===== src/hdl/zcd_pkg.sv =====
// Purpose: Constants for the zero-cross detector digital logic.
// Assumes: AXI4-Lite register access, 32-bit data, one clock.
// Notes: Functional notes below.
package zcd_pkg;
  localparam logic [3:0] ctrl_addr = 4'h0;
  localparam logic [3:0] status_addr = 4'h4;
  localparam logic [3:0] mask_addr = 4'h8;
  localparam int en_bit = 7;
  localparam int out_bit = 5;
  localparam int pol_bit = 4;
  localparam int rising_edge_irq_enable_bit = 1;
  localparam int falling_edge_irq_enable_bit = 0;
  localparam logic [7:0] ctrl_wmask = 8'h93;
  localparam logic [1:0] resp_okay = 2'h0;
  localparam logic [1:0] resp_slverr = 2'h2;
  localparam int sync_stages = 2;
  localparam logic [31:0] zero_word = 32'h0;
endpackage


===== src/hdl/zcd_sync.sv =====
// Purpose: Two-stage level synchroniser for the comparator output.
// Assumes: Input may change at any time.
// Notes: First stage is read only by the second.
`timescale 1ns/1ps
module zcd_sync (
  input wire logic aclk,
  input wire logic aresetn,
  input wire logic async_in,
  output logic sync_out
);
  logic [zcd_pkg::sync_stages-1:0] stage;
  logic [zcd_pkg::sync_stages-1:0] next_stage;

  always_comb begin
    next_stage = {stage[zcd_pkg::sync_stages-2:0], async_in};
  end

  always_ff @(posedge aclk) begin
    if (!aresetn) begin
      stage <= '0;
    end else begin
      stage <= next_stage;
    end
  end

  assign sync_out = stage[zcd_pkg::sync_stages-1];
endmodule


===== src/hdl/zcd_top.sv =====
// Purpose: Zero-cross detector control, edge interrupt and AXI4-Lite slave.
// Assumes: Comparator reports current sink as one; fuse is static after reset.
// Notes: Offsets 0x0 control, 0x4 status (write one to clear), 0x8 mask.
//
// The implementer's own choices: the AXI4-Lite register port and the placing of the registers.
`timescale 1ns/1ps
module zcd_top (
  input wire logic aclk,
  input wire logic aresetn,
  input wire logic sink_active,
  input wire logic default_off_fuse,
  input wire logic [3:0] s_axi_awaddr,
  input wire logic s_axi_awvalid,
  output logic s_axi_awready,
  input wire logic [31:0] s_axi_wdata,
  input wire logic [3:0] s_axi_wstrb,
  input wire logic s_axi_wvalid,
  output logic s_axi_wready,
  output logic [1:0] s_axi_bresp,
  output logic s_axi_bvalid,
  input wire logic s_axi_bready,
  input wire logic [3:0] s_axi_araddr,
  input wire logic s_axi_arvalid,
  output logic s_axi_arready,
  output logic [31:0] s_axi_rdata,
  output logic [1:0] s_axi_rresp,
  output logic s_axi_rvalid,
  input wire logic s_axi_rready,
  output logic detector_enable_out,
  output logic irq
);
  logic sink_sync;
  logic init_done, next_init_done;
  logic detector_enable, next_detector_enable;
  logic polarity_invert, next_polarity_invert;
  logic rising_edge_irq_enable, next_rising_edge_irq_enable;
  logic falling_edge_irq_enable, next_falling_edge_irq_enable;
  logic logic_out, next_logic_out;
  logic detector_irq_flag, next_detector_irq_flag;
  logic detector_irq_mask, next_detector_irq_mask;
  logic aw_held, next_aw_held;
  logic w_held, next_w_held;
  logic [3:0] aw_addr, next_aw_addr;
  logic [31:0] w_data, next_w_data;
  logic w_strb0, next_w_strb0;
  logic bvalid, next_bvalid;
  logic [1:0] bresp, next_bresp;
  logic rvalid, next_rvalid;
  logic [31:0] rdata, next_rdata;
  logic [1:0] rresp, next_rresp;
  logic aw_ready, next_aw_ready;
  logic w_ready, next_w_ready;
  logic ar_ready, next_ar_ready;
  logic next_irq;
  logic do_write, rise, fall, clr;
  logic [7:0] ctrl_view;

  // Synchroniser runs on every clock; no sleep gating, so drive and events continue in Sleep
  zcd_sync u_sync (
    .aclk(aclk),
    .aresetn(aresetn),
    .async_in(sink_active),
    .sync_out(sink_sync)
  );

  always_comb begin
    ctrl_view = '0;
    ctrl_view[zcd_pkg::en_bit] = detector_enable;
    ctrl_view[zcd_pkg::out_bit] = logic_out;
    ctrl_view[zcd_pkg::pol_bit] = polarity_invert;
    ctrl_view[zcd_pkg::rising_edge_irq_enable_bit] = rising_edge_irq_enable;
    ctrl_view[zcd_pkg::falling_edge_irq_enable_bit] = falling_edge_irq_enable;
  end

  always_comb begin
    next_aw_held = aw_held;
    next_w_held = w_held;
    next_aw_addr = aw_addr;
    next_w_data = w_data;
    next_w_strb0 = w_strb0;
    next_bvalid = bvalid;
    next_bresp = bresp;
    next_rvalid = rvalid;
    next_rdata = rdata;
    next_rresp = rresp;
    next_init_done = 1'b1;
    next_detector_enable = detector_enable;
    next_polarity_invert = polarity_invert;
    next_rising_edge_irq_enable = rising_edge_irq_enable;
    next_falling_edge_irq_enable = falling_edge_irq_enable;
    next_detector_irq_mask = detector_irq_mask;
    do_write = 1'b0;
    clr = 1'b0;
    if (s_axi_awvalid && !aw_held) begin
      next_aw_held = 1'b1;
      next_aw_addr = s_axi_awaddr;
    end
    if (s_axi_wvalid && !w_held) begin
      next_w_held = 1'b1;
      next_w_data = s_axi_wdata;
      next_w_strb0 = s_axi_wstrb[0];
    end
    if (aw_held && w_held && !bvalid) begin
      do_write = 1'b1;
      next_aw_held = 1'b0;
      next_w_held = 1'b0;
      next_bvalid = 1'b1;
      next_bresp = zcd_pkg::resp_okay;
      case (aw_addr)
        zcd_pkg::ctrl_addr: begin
          if (w_strb0) begin
            next_detector_enable = w_data[zcd_pkg::en_bit];
            next_polarity_invert = w_data[zcd_pkg::pol_bit];
            next_rising_edge_irq_enable = w_data[zcd_pkg::rising_edge_irq_enable_bit];
            next_falling_edge_irq_enable = w_data[zcd_pkg::falling_edge_irq_enable_bit];
          end
        end
        zcd_pkg::status_addr: begin
          clr = w_strb0 && w_data[0];
        end
        zcd_pkg::mask_addr: begin
          if (w_strb0) begin
            next_detector_irq_mask = w_data[0];
          end
        end
        default: begin
          next_bresp = zcd_pkg::resp_slverr;
        end
      endcase
    end
    if (bvalid && s_axi_bready) begin
      next_bvalid = 1'b0;
    end
    // Fuse is sampled one edge after reset release, never under reset itself
    if (!init_done) begin
      next_detector_enable = !default_off_fuse;
    end
    if (rvalid && s_axi_rready) begin
      next_rvalid = 1'b0;
    end else if (s_axi_arvalid && !rvalid) begin
      next_rvalid = 1'b1;
      next_rresp = zcd_pkg::resp_okay;
      case (s_axi_araddr)
        zcd_pkg::ctrl_addr: next_rdata = {24'h0, ctrl_view};
        zcd_pkg::status_addr: next_rdata = {31'h0, detector_irq_flag};
        zcd_pkg::mask_addr: next_rdata = {31'h0, detector_irq_mask};
        default: begin
          next_rdata = zcd_pkg::zero_word;
          next_rresp = zcd_pkg::resp_slverr;
        end
      endcase
    end
    // Readies leave flip-flops; aw and w mirror the inverse of their held flags, ar the inverse of rvalid
    next_aw_ready = !next_aw_held;
    next_w_ready = !next_w_held;
    next_ar_ready = !next_rvalid;
  end

  // Output follows the comparator and polarity even while disabled
  always_comb begin
    next_logic_out = sink_sync ^ polarity_invert;
    rise = next_logic_out && !logic_out && init_done;
    fall = !next_logic_out && logic_out && init_done;
    next_detector_irq_flag = detector_irq_flag;
    if (clr) begin
      next_detector_irq_flag = 1'b0;
    end
    // Set after clear so an edge in the clearing cycle survives
    if (rise && rising_edge_irq_enable) begin
      next_detector_irq_flag = 1'b1;
    end
    if (fall && falling_edge_irq_enable) begin
      next_detector_irq_flag = 1'b1;
    end
    next_irq = next_detector_irq_flag && next_detector_irq_mask;
  end

  always_ff @(posedge aclk) begin
    if (!aresetn) begin
      init_done <= 1'b0;
      detector_enable <= 1'b0;
      polarity_invert <= 1'b0;
      rising_edge_irq_enable <= 1'b0;
      falling_edge_irq_enable <= 1'b0;
      logic_out <= 1'b0;
      detector_irq_flag <= 1'b0;
      detector_irq_mask <= 1'b0;
      aw_held <= 1'b0;
      w_held <= 1'b0;
      aw_addr <= '0;
      w_data <= '0;
      w_strb0 <= 1'b0;
      bvalid <= 1'b0;
      bresp <= zcd_pkg::resp_okay;
      rvalid <= 1'b0;
      rdata <= '0;
      rresp <= zcd_pkg::resp_okay;
      irq <= 1'b0;
      aw_ready <= 1'b1;
      w_ready <= 1'b1;
      ar_ready <= 1'b1;
    end else begin
      init_done <= next_init_done;
      detector_enable <= next_detector_enable;
      polarity_invert <= next_polarity_invert;
      rising_edge_irq_enable <= next_rising_edge_irq_enable;
      falling_edge_irq_enable <= next_falling_edge_irq_enable;
      logic_out <= next_logic_out;
      detector_irq_flag <= next_detector_irq_flag;
      detector_irq_mask <= next_detector_irq_mask;
      aw_held <= next_aw_held;
      w_held <= next_w_held;
      aw_addr <= next_aw_addr;
      w_data <= next_w_data;
      w_strb0 <= next_w_strb0;
      bvalid <= next_bvalid;
      bresp <= next_bresp;
      rvalid <= next_rvalid;
      rdata <= next_rdata;
      rresp <= next_rresp;
      irq <= next_irq;
      aw_ready <= next_aw_ready;
      w_ready <= next_w_ready;
      ar_ready <= next_ar_ready;
    end
  end

  assign s_axi_awready = aw_ready;
  assign s_axi_wready = w_ready;
  assign s_axi_bvalid = bvalid;
  assign s_axi_bresp = bresp;
  assign s_axi_arready = ar_ready;
  assign s_axi_rvalid = rvalid;
  assign s_axi_rdata = rdata;
  assign s_axi_rresp = rresp;
  assign detector_enable_out = detector_enable;

  a_fuse_default: assert property (@(posedge aclk) disable iff (!aresetn)
    !init_done |=> detector_enable == !$past(default_off_fuse))
    else $error("enable does not follow fuse after reset");
  a_fuse_hold_off: assert property (@(posedge aclk) disable iff (!aresetn)
    init_done && !detector_enable && !do_write |=> !detector_enable)
    else $error("enable set without a write");
  a_level_track: assert property (@(posedge aclk) disable iff (!aresetn)
    logic_out == ($past(sink_sync) ^ $past(polarity_invert)))
    else $error("level bit does not follow sink and polarity");
  a_rise_flag: assert property (@(posedge aclk) disable iff (!aresetn)
    rise && rising_edge_irq_enable |=> detector_irq_flag)
    else $error("rising edge did not set flag");
  a_fall_flag: assert property (@(posedge aclk) disable iff (!aresetn)
    fall && falling_edge_irq_enable |=> detector_irq_flag)
    else $error("falling edge did not set flag");
  a_reserved_zero: assert property (@(posedge aclk) disable iff (!aresetn)
    rvalid && $past(s_axi_araddr) == zcd_pkg::ctrl_addr && $rose(rvalid) |-> rdata[6] == 1'b0 && rdata[3:2] == 2'h0)
    else $error("reserved control bits read nonzero");
  a_pol_flip: assert property (@(posedge aclk) disable iff (!aresetn)
    $changed(polarity_invert) && $stable(sink_sync) |=> $changed(logic_out))
    else $error("polarity change did not flip level");
  a_clear_edge: assert property (@(posedge aclk) disable iff (!aresetn)
    clr && ((rise && rising_edge_irq_enable) || (fall && falling_edge_irq_enable)) |=> detector_irq_flag)
    else $error("edge during clear was lost");
  a_irq_level: assert property (@(posedge aclk) disable iff (!aresetn)
    irq == (detector_irq_flag && detector_irq_mask))
    else $error("interrupt output mismatch");
endmodule


===== config.mk =====
export PLATFORM = sky130hd
export DESIGN_NAME = zcd_top
export DESIGN_NICKNAME = d
export VERILOG_FILES = /design/src/hdl/zcd_pkg.sv /design/src/hdl/zcd_sync.sv /design/src/hdl/zcd_top.sv
export SDC_FILE = /design/constraint.sdc
export NUM_CORES = 1
export LEC_CHECK = 0
export ABC_AREA = 1
export CAP_MARGIN = 25
export CORE_MARGIN = 5
export CORE_UTILIZATION = 45
export DETAILED_ROUTE_END_ITERATION = 12
export DONT_BUFFER_PORTS = 1
export HOLD_SLACK_MARGIN = 0.1
export PLACE_DENSITY = 0.68
export REMOVE_ABC_BUFFERS = 1
export SYNTH_ARGS = -nofsm -noshare
export SYNTH_HDL_FRONTEND = slang
export SYNTH_SLANG_ARGS = --single-unit

===== constraint.sdc =====
create_clock -name aclk -period 1.48 [get_ports aclk]
set_clock_uncertainty 0.05 [all_clocks]
set_input_delay 0.074 -clock aclk [delete_from_list [all_inputs] [get_ports aclk]]
set_output_delay 0.074 -clock aclk [all_outputs]
set_load 0.02 [all_outputs]

==> results of run 1 <==
## worst max-delay path, stage by stage
cell           delay, ps
dlygate4sd3_1        550
inv_1                 60
nor2_2               130
inv_2                 80
nor2_1                80
dlygate4sd3_1        550
nor2_1                40
## worst min path at each step
stage                     startpoint                          to  slack, ps  cells after the start
after floorplan              aresetn           init_done$_DFF_P_         50                      0
after global placement       aresetn           init_done$_DFF_P_         60                      0
after detailed placement     aresetn           init_done$_DFF_P_         60                      0
after CTS                    aresetn  u_sync.stage[1]$_SDFF_PN0_        310                      3
after global routing         aresetn  u_sync.stage[1]$_SDFF_PN0_        330                      3
final                        aresetn           init_done$_DFF_P_        330                      1
## final cells by class
class                      count  area (µm²)
clock buffer                   7        55.1
clock inverter                 1        5.00
fill                         330        1480
inverter                      29         109
multi-input combinational    145         662
sequential                    34         682
tap                           46        57.6
timing repair buffer          32         318
## timing repair
action / 4_1_cts / 5_1_grt
buffers inserted: 0 / 0
hold buffers: 28 / 3
hold endpoints to repair: 34 / 4
resized for setup: 0 / 5
setup endpoints to repair: 0 / 12
## state kept, by name (all words and copies together) (netlist names), 2 cells and up
signal / cells
s_axi_rdata: 5
aw_addr: 4
w_data: 4
u_sync.stage: 2
## cells by family after synthesis
family	after synthesis	share of synthesized area, %
compound gates	37	11.8
other cells	1	0.239
buf+inv	60	21.3
flops	34	43.5
simple gates	79	23.2
## metal layers
| layer | up-vias | GRT usage, % |
|---|---|---|
| li1 | 674 | - |
| met4 | 0 | 7.16 |
| met1 | 537 | 15.3 |
| met2 | 50 | 23.1 |
| met3 | 10 | 4.80 |
| met5 | - | 0 |
## through the flow
step / util [%] / area (µm²)
5_1_grt: 56.1 / 1890
3_3_place_gp: 45.2 / 1520
6_report: 56.1 / 1890
2_1_floorplan: - / 1450
3_5_place_dp: 45.2 / 1520
4_1_cts: 55.3 / 1860
## power by group through the flow
stage	Sequential, mW	Combinational, mW	Clock (mW)
after floorplan	1.04	0.175	0
after global placement	1.05	0.201	0
after detailed placement	1.05	0.204	0
after CTS	1.03	0.273	0.542
after global routing	1.04	0.326	0.588
final	1.03	0.286	0.521
## cell usage in the layout (no fill, tap or decap), types with 2 or more instances in the layout
master         netlist  layout
inv_1               28      27
nor2_2               1       2
buf_4               29       2
clkbuf_4             0       5
o21ai_0             22      22
a21oi_1             15      15
nor2_1              29      28
nand3_2              2       2
nand2_2              2       3
dfxtp_1             34      33
nor2_4               2       2
nand3_1              9       9
conb_1               1      29
dlygate4sd3_1        0      29
nand2_1             32      31
==> out/results.tsv, run 1 <==
stage	metric	value	unit
run_status	status	completed	
floorplan	core	0.00336	mm²
global_routing	grt_usage	13.8	%
clock_tree	cts_tree	done	
pwr	clock_power_share	28.4	%
logic_synthesis	yosysTopAreaCell	dfxtp_1	
logic_synthesis	syn_area	0.00157	mm²
floorplan	io_pins	96	
logic_synthesis	synthCells	211	
logic_synthesis	avgSynthCellArea	7.42	µm²
logic_synthesis	ys_top_cells_by_area	dfxtp_1, buf_4, nand2_1	
setup_path	rrSetupSlack	100	ps
setup_path	required	1660	ps
pwr	p_int	1.30	mW
clock_tree	htreeDepth	2	
timing	hold_viol	0	
route	wl_met1	1.33	mm
clock_tree	cts.sinks	34	
place	gp_routability_congestion	0.739	
setup_path	crit_start	s_axi_wvalid	
route	postRouteWirelength	3.09	mm
timing	max_freq	721	MHz
route	drtAntennaViolNets	0	
global_routing	grt_max_degree	24	
pwr	powerDensity	973	mW/mm²
cells_and_area	final_cells	294	
logic_synthesis	synth_top_area_share	43.5	%
cells_and_area	drive_gt1_share	8.47	%
floorplan	placementRows	21	
setup_path	path_class	in -> reg	
timing	fin_ws	93.2	ps
place	io_buffer_count	0	
route	drc	0	
route	top_layer_used	met4	
logic_synthesis	synth_edf_count	0	
timing	fin_setup_tns	0	ps
logic_synthesis	synthArstFlopShare	0	%
timing	period_minus_slack	1390	ps
setup_path	cp.arrival	1570	ps
clock_tree	insertion_delay	330	ps
floorplan	die-area	0.00476	mm²
logic_synthesis	yosys_warnings	0	
setup_path	reg2reg_depth	6	
pwr	p_sw_share	29.0	%
clock_tree	clockBufferDepth	2	
setup_path	endpoint_kind	flip-flop	
global_routing	gr-total-overflow	0	
clock_tree	cts.reportedPaths.clkPinSlew	100	ps
floorplan	die_x	69	µm
setup_path	reg2reg_from	s_axi_rvalid$_SDFF_PN0_	
pwr	finalPower	1.84	mW
clock_tree	cts-root-buf	clkbuf_4	
global_routing	grt_pass1_wl	5.35	mm
timing	whs	326	ps
global_routing	grt_pass1_vias	1242	
route	wire_per_inst	10.5	µm
route	viasPerCell	4.32	
cells_and_area	fin_nets	300	
place	dpl.cell_count	256	
place	dp_worst_setup_slack	219	ps
setup_path	critPathCapture	w_data[4]$_SDFFE_PN0P_	
timing	final_max_slew_viol_count	0	
setup_path	crit_fanout	6	
clock_tree	cts_made_buffers	5	
cells_and_area	syn_to_final_growth	20.5	%
place	post-dp-hpwl	2.08	mm
setup_path	start_kind	input pin	
timing	max_slew_margin	53.7	%
pwr	leakagePower	0.875	nW
global_routing	antenna_found_initial	0	
route	drt-initial-drc-count	54	
logic_synthesis	synth_common_cells	dfxtp_1, nand2_1, buf_4, nor2_1, inv_1	
logic_synthesis	synth_most_common_cell	dfxtp_1	
floorplan	start_util	46.6	%
timing	worstMarginPinSlew	694	ps
pwr	switching_power	0.533	mW
setup_path	regToRegEndpoint	s_axi_rvalid$_SDFF_PN0_	
job	maxCapViolations	0	
logic_synthesis	ys_seq_elements	34	
route	dr.pass1.iters	4	
route	route.met2.wl	1.40	mm
route	num_vias	1271	
cells_and_area	antenna_cells	0	
pwr	seq_power_share	56.0	%
logic_synthesis	synth-main-ff-cell	dfxtp_1	
pwr	ir_drop	600	µV
min_path	hold_path.class	in -> reg	
route	wl_met3	264	µm
timing	fin_crit_sh	93.7	%
pwr	p_comb_share	15.6	%
logic_synthesis	ys_seq_area_share	43.5	%
logic_synthesis	synth.distinct_cells	18	
floorplan	die_h	69	µm
timing	setup_viol	0	
No activity file was read; power rests on OpenSTA's default activity.
==> run 2: changes to the inputs <==
CORE_UTILIZATION = 61   (was 45)
CTS_BUF_LIST = sky130_fd_sc_hd__clkbuf_4 sky130_fd_sc_hd__clkbuf_8   (was default)
PLACE_DENSITY = 0.85   (was 0.68)
==> out/results.tsv, run 2 (synthesis results as in run 1) <==
stage	metric	value	unit	change
floorplan	placementRows	18		-14%
timing	max_slew_margin	52.2	%	-1.5 points
clock_tree	cts_tree	done		
cells_and_area	largest_register_ffs	5		unchanged
timing	fin_crit_sh	96.1	%	+2.4 points
setup_path	cp_slowest_cell	dlygate4sd3_1		
floorplan	die_x	60.7	µm	-12%
global_routing	grt_usage	17.3	%	+3.5 points
place	post-dp-hpwl	2.07	mm	-0.56%
route	drc	0		unchanged
timing	final_max_slew_viol_count	0		unchanged
cells_and_area	antenna_cells	0		unchanged
clock_tree	cts.reportedPaths.clkPinSlew	110	ps	about the same
pwr	ir_drop	1260	µV	+110%
clock_tree	cts_made_buffers	5		unchanged
setup_path	slowest_delay	570	ps	+20 ps
global_routing	grt_max_degree	25		+4.2%
cells_and_area	syn_to_final_growth	17.3	%	
setup_path	crit_fanout	4		-2
route	viasPerCell	4.63		+7.1%
clock_tree	htreeDepth	2		unchanged
setup_path	path_class	reg -> reg		
global_routing	grt_pass1_wl	4.71	mm	-12%
setup_path	path_buf_inv	3		-1
clock_tree	clockBufferDepth	2		unchanged
setup_path	endpoint_kind	flip-flop		
floorplan	die-area	0.00368	mm²	-23%
cells_and_area	drive_gt1_share	7.50	%	-0.97 points
global_routing	antenna_found_initial	0		unchanged
cells_and_area	fin_nets	292		-2.7%
setup_path	reg2reg_from	s_axi_rvalid$_SDFF_PN0_		
place	dp_worst_setup_slack	203	ps	-16.0 ps
setup_path	path_cells	inv_1 > nand2_2 > o21ai_0 > dlygate4sd3_1 > nand2_1 > inv_1		
job	maxCapViolations	0		unchanged
setup_path	crit_family	buffers and inverters		
clock_tree	post-cts-setup-buffer-count	0		unchanged
timing	worstMarginPinSlew	716	ps	+22.3 ps
floorplan	start_util	63.2	%	+17 points
timing	fin_ws	57.8	ps	-35.4 ps
route	postRouteWirelength	3.08	mm	-0.29%
min_path	hold_path.class	in -> reg		
clock_tree	cts.sinks	34		unchanged
global_routing	gr-total-overflow	0		unchanged
route	dr.pass1.iters	4		unchanged
route	drt-initial-drc-count	61		+13%
timing	fin_setup_tns	0	ps	unchanged
floorplan	io_pins	96		unchanged
place	io_buffer_count	0		unchanged
setup_path	cp.arrival	1610	ps	+40 ps
floorplan	die_h	60.7	µm	-12%
floorplan	core	0.00248	mm²	-26%
timing	hold_viol	0		unchanged
timing	max_freq	703	MHz	-2.5%
cells_and_area	nFillCells	205		-38%
run_status	status	completed		
min_path	worstHoldStart	sink_active		
pwr	leakagePower	0.862	nW	-1.5%
timing	period_minus_slack	1420	ps	+35.4 ps
clock_tree	insertion_delay	340	ps	about the same
route	drtAntennaViolNets	0		unchanged
pwr	powerDensity	1180	mW/mm²	+22%
route	wire_per_inst	11.4	µm	+8.6%
cells_and_area	mostFrequentLayoutCell	dfxtp_1		
setup_path	start_kind	flip-flop		
place	gp_routability_congestion	0.710		-4.0%
cells_and_area	layout_common_cells	dfxtp_1, nand2_1, nor2_1, conb_1, inv_1		
setup_path	required	1660	ps	about the same
global_routing	grt_pass1_vias	1114		-10%
setup_path	cpMostUsedCell	inv_1		
clock_tree	cts-root-buf	clkbuf_4		
setup_path	crit_start	s_axi_rvalid$_SDFF_PN0_		
route	num_vias	1250		-1.7%
timing	setup_viol	0		unchanged
## run 2: per-stage QoR
stage	cells	total power [mW]	utilization (%)	hold WS, ps	instance area, µm²
4_1_cts	270	2.19	74.0	301	1830
5_1_grt	270	2.28	74.2	314	1840
3_3_place_gp	239	1.24	60.2	54.6	1490
2_1_floorplan	208	1.22	-	51.7	1450
6_report	270	2.18	74.2	320	1840
3_5_place_dp	239	1.25	60.2	54.7	1490
## run 2: worst paths after layout
check                               end  slack [ps]  cells after the start
min          u_sync.stage[0]$_SDFF_PN0_         320                      3
min reg2reg  u_sync.stage[1]$_SDFF_PN0_         380                      2
max reg2reg     s_axi_rvalid$_SDFF_PN0_          60                      6
max             s_axi_rvalid$_SDFF_PN0_          60                      6
## run 2: cell type report
class | instances | area [µm²] | share of cell area [%]
inverter | 29 | 109 | 5.92
multi-input combinational | 145 | 659 | 35.9
timing repair buffer | 24 | 240 | 13.1
tap | 30 | 37.5 | 2.04
sequential | 34 | 681 | 37.0
clock inverter | 2 | 60.1 | 3.27
clock buffer | 6 | 51.3 | 2.79
## run 2: routing by layer
| metal | part of all wire, % | vias to the layer above | GRT usage (%) |
|---|---|---|---|
| met5 | 0 | - | 0 |
| li1 | - | 656 | - |
| met2 | 49 | 53 | 29.6 |
| met1 | 40 | 539 | 20.1 |
| met3 | 9.8 | 2 | 6.81 |
| met4 | 0.45 | 0 | 4.64 |
## run 2: worst min-delay path: stages
cell,delay (ps)
dlygate4sd3_1,520
nand2_1,50
inv_1,40
## run 2: what timing repair did
| action | 4_1_cts | 5_1_grt |
|---|---|---|
| endpoints found under the setup margin | 0 | 7 |
| gates resized for setup | 0 | 2 |
| hold endpoints to repair | 34 | 0 |
| hold buffers | 23 | 0 |
## run 2: where the power goes
| group | switching, mW | total [mW] | internal [mW] |
|---|---|---|---|
| logic | 0.181 | 0.269 | 0.0886 |
| clock network | 0.308 | 0.880 | 0.572 |
| registers | 0.0592 | 1.03 | 0.969 |
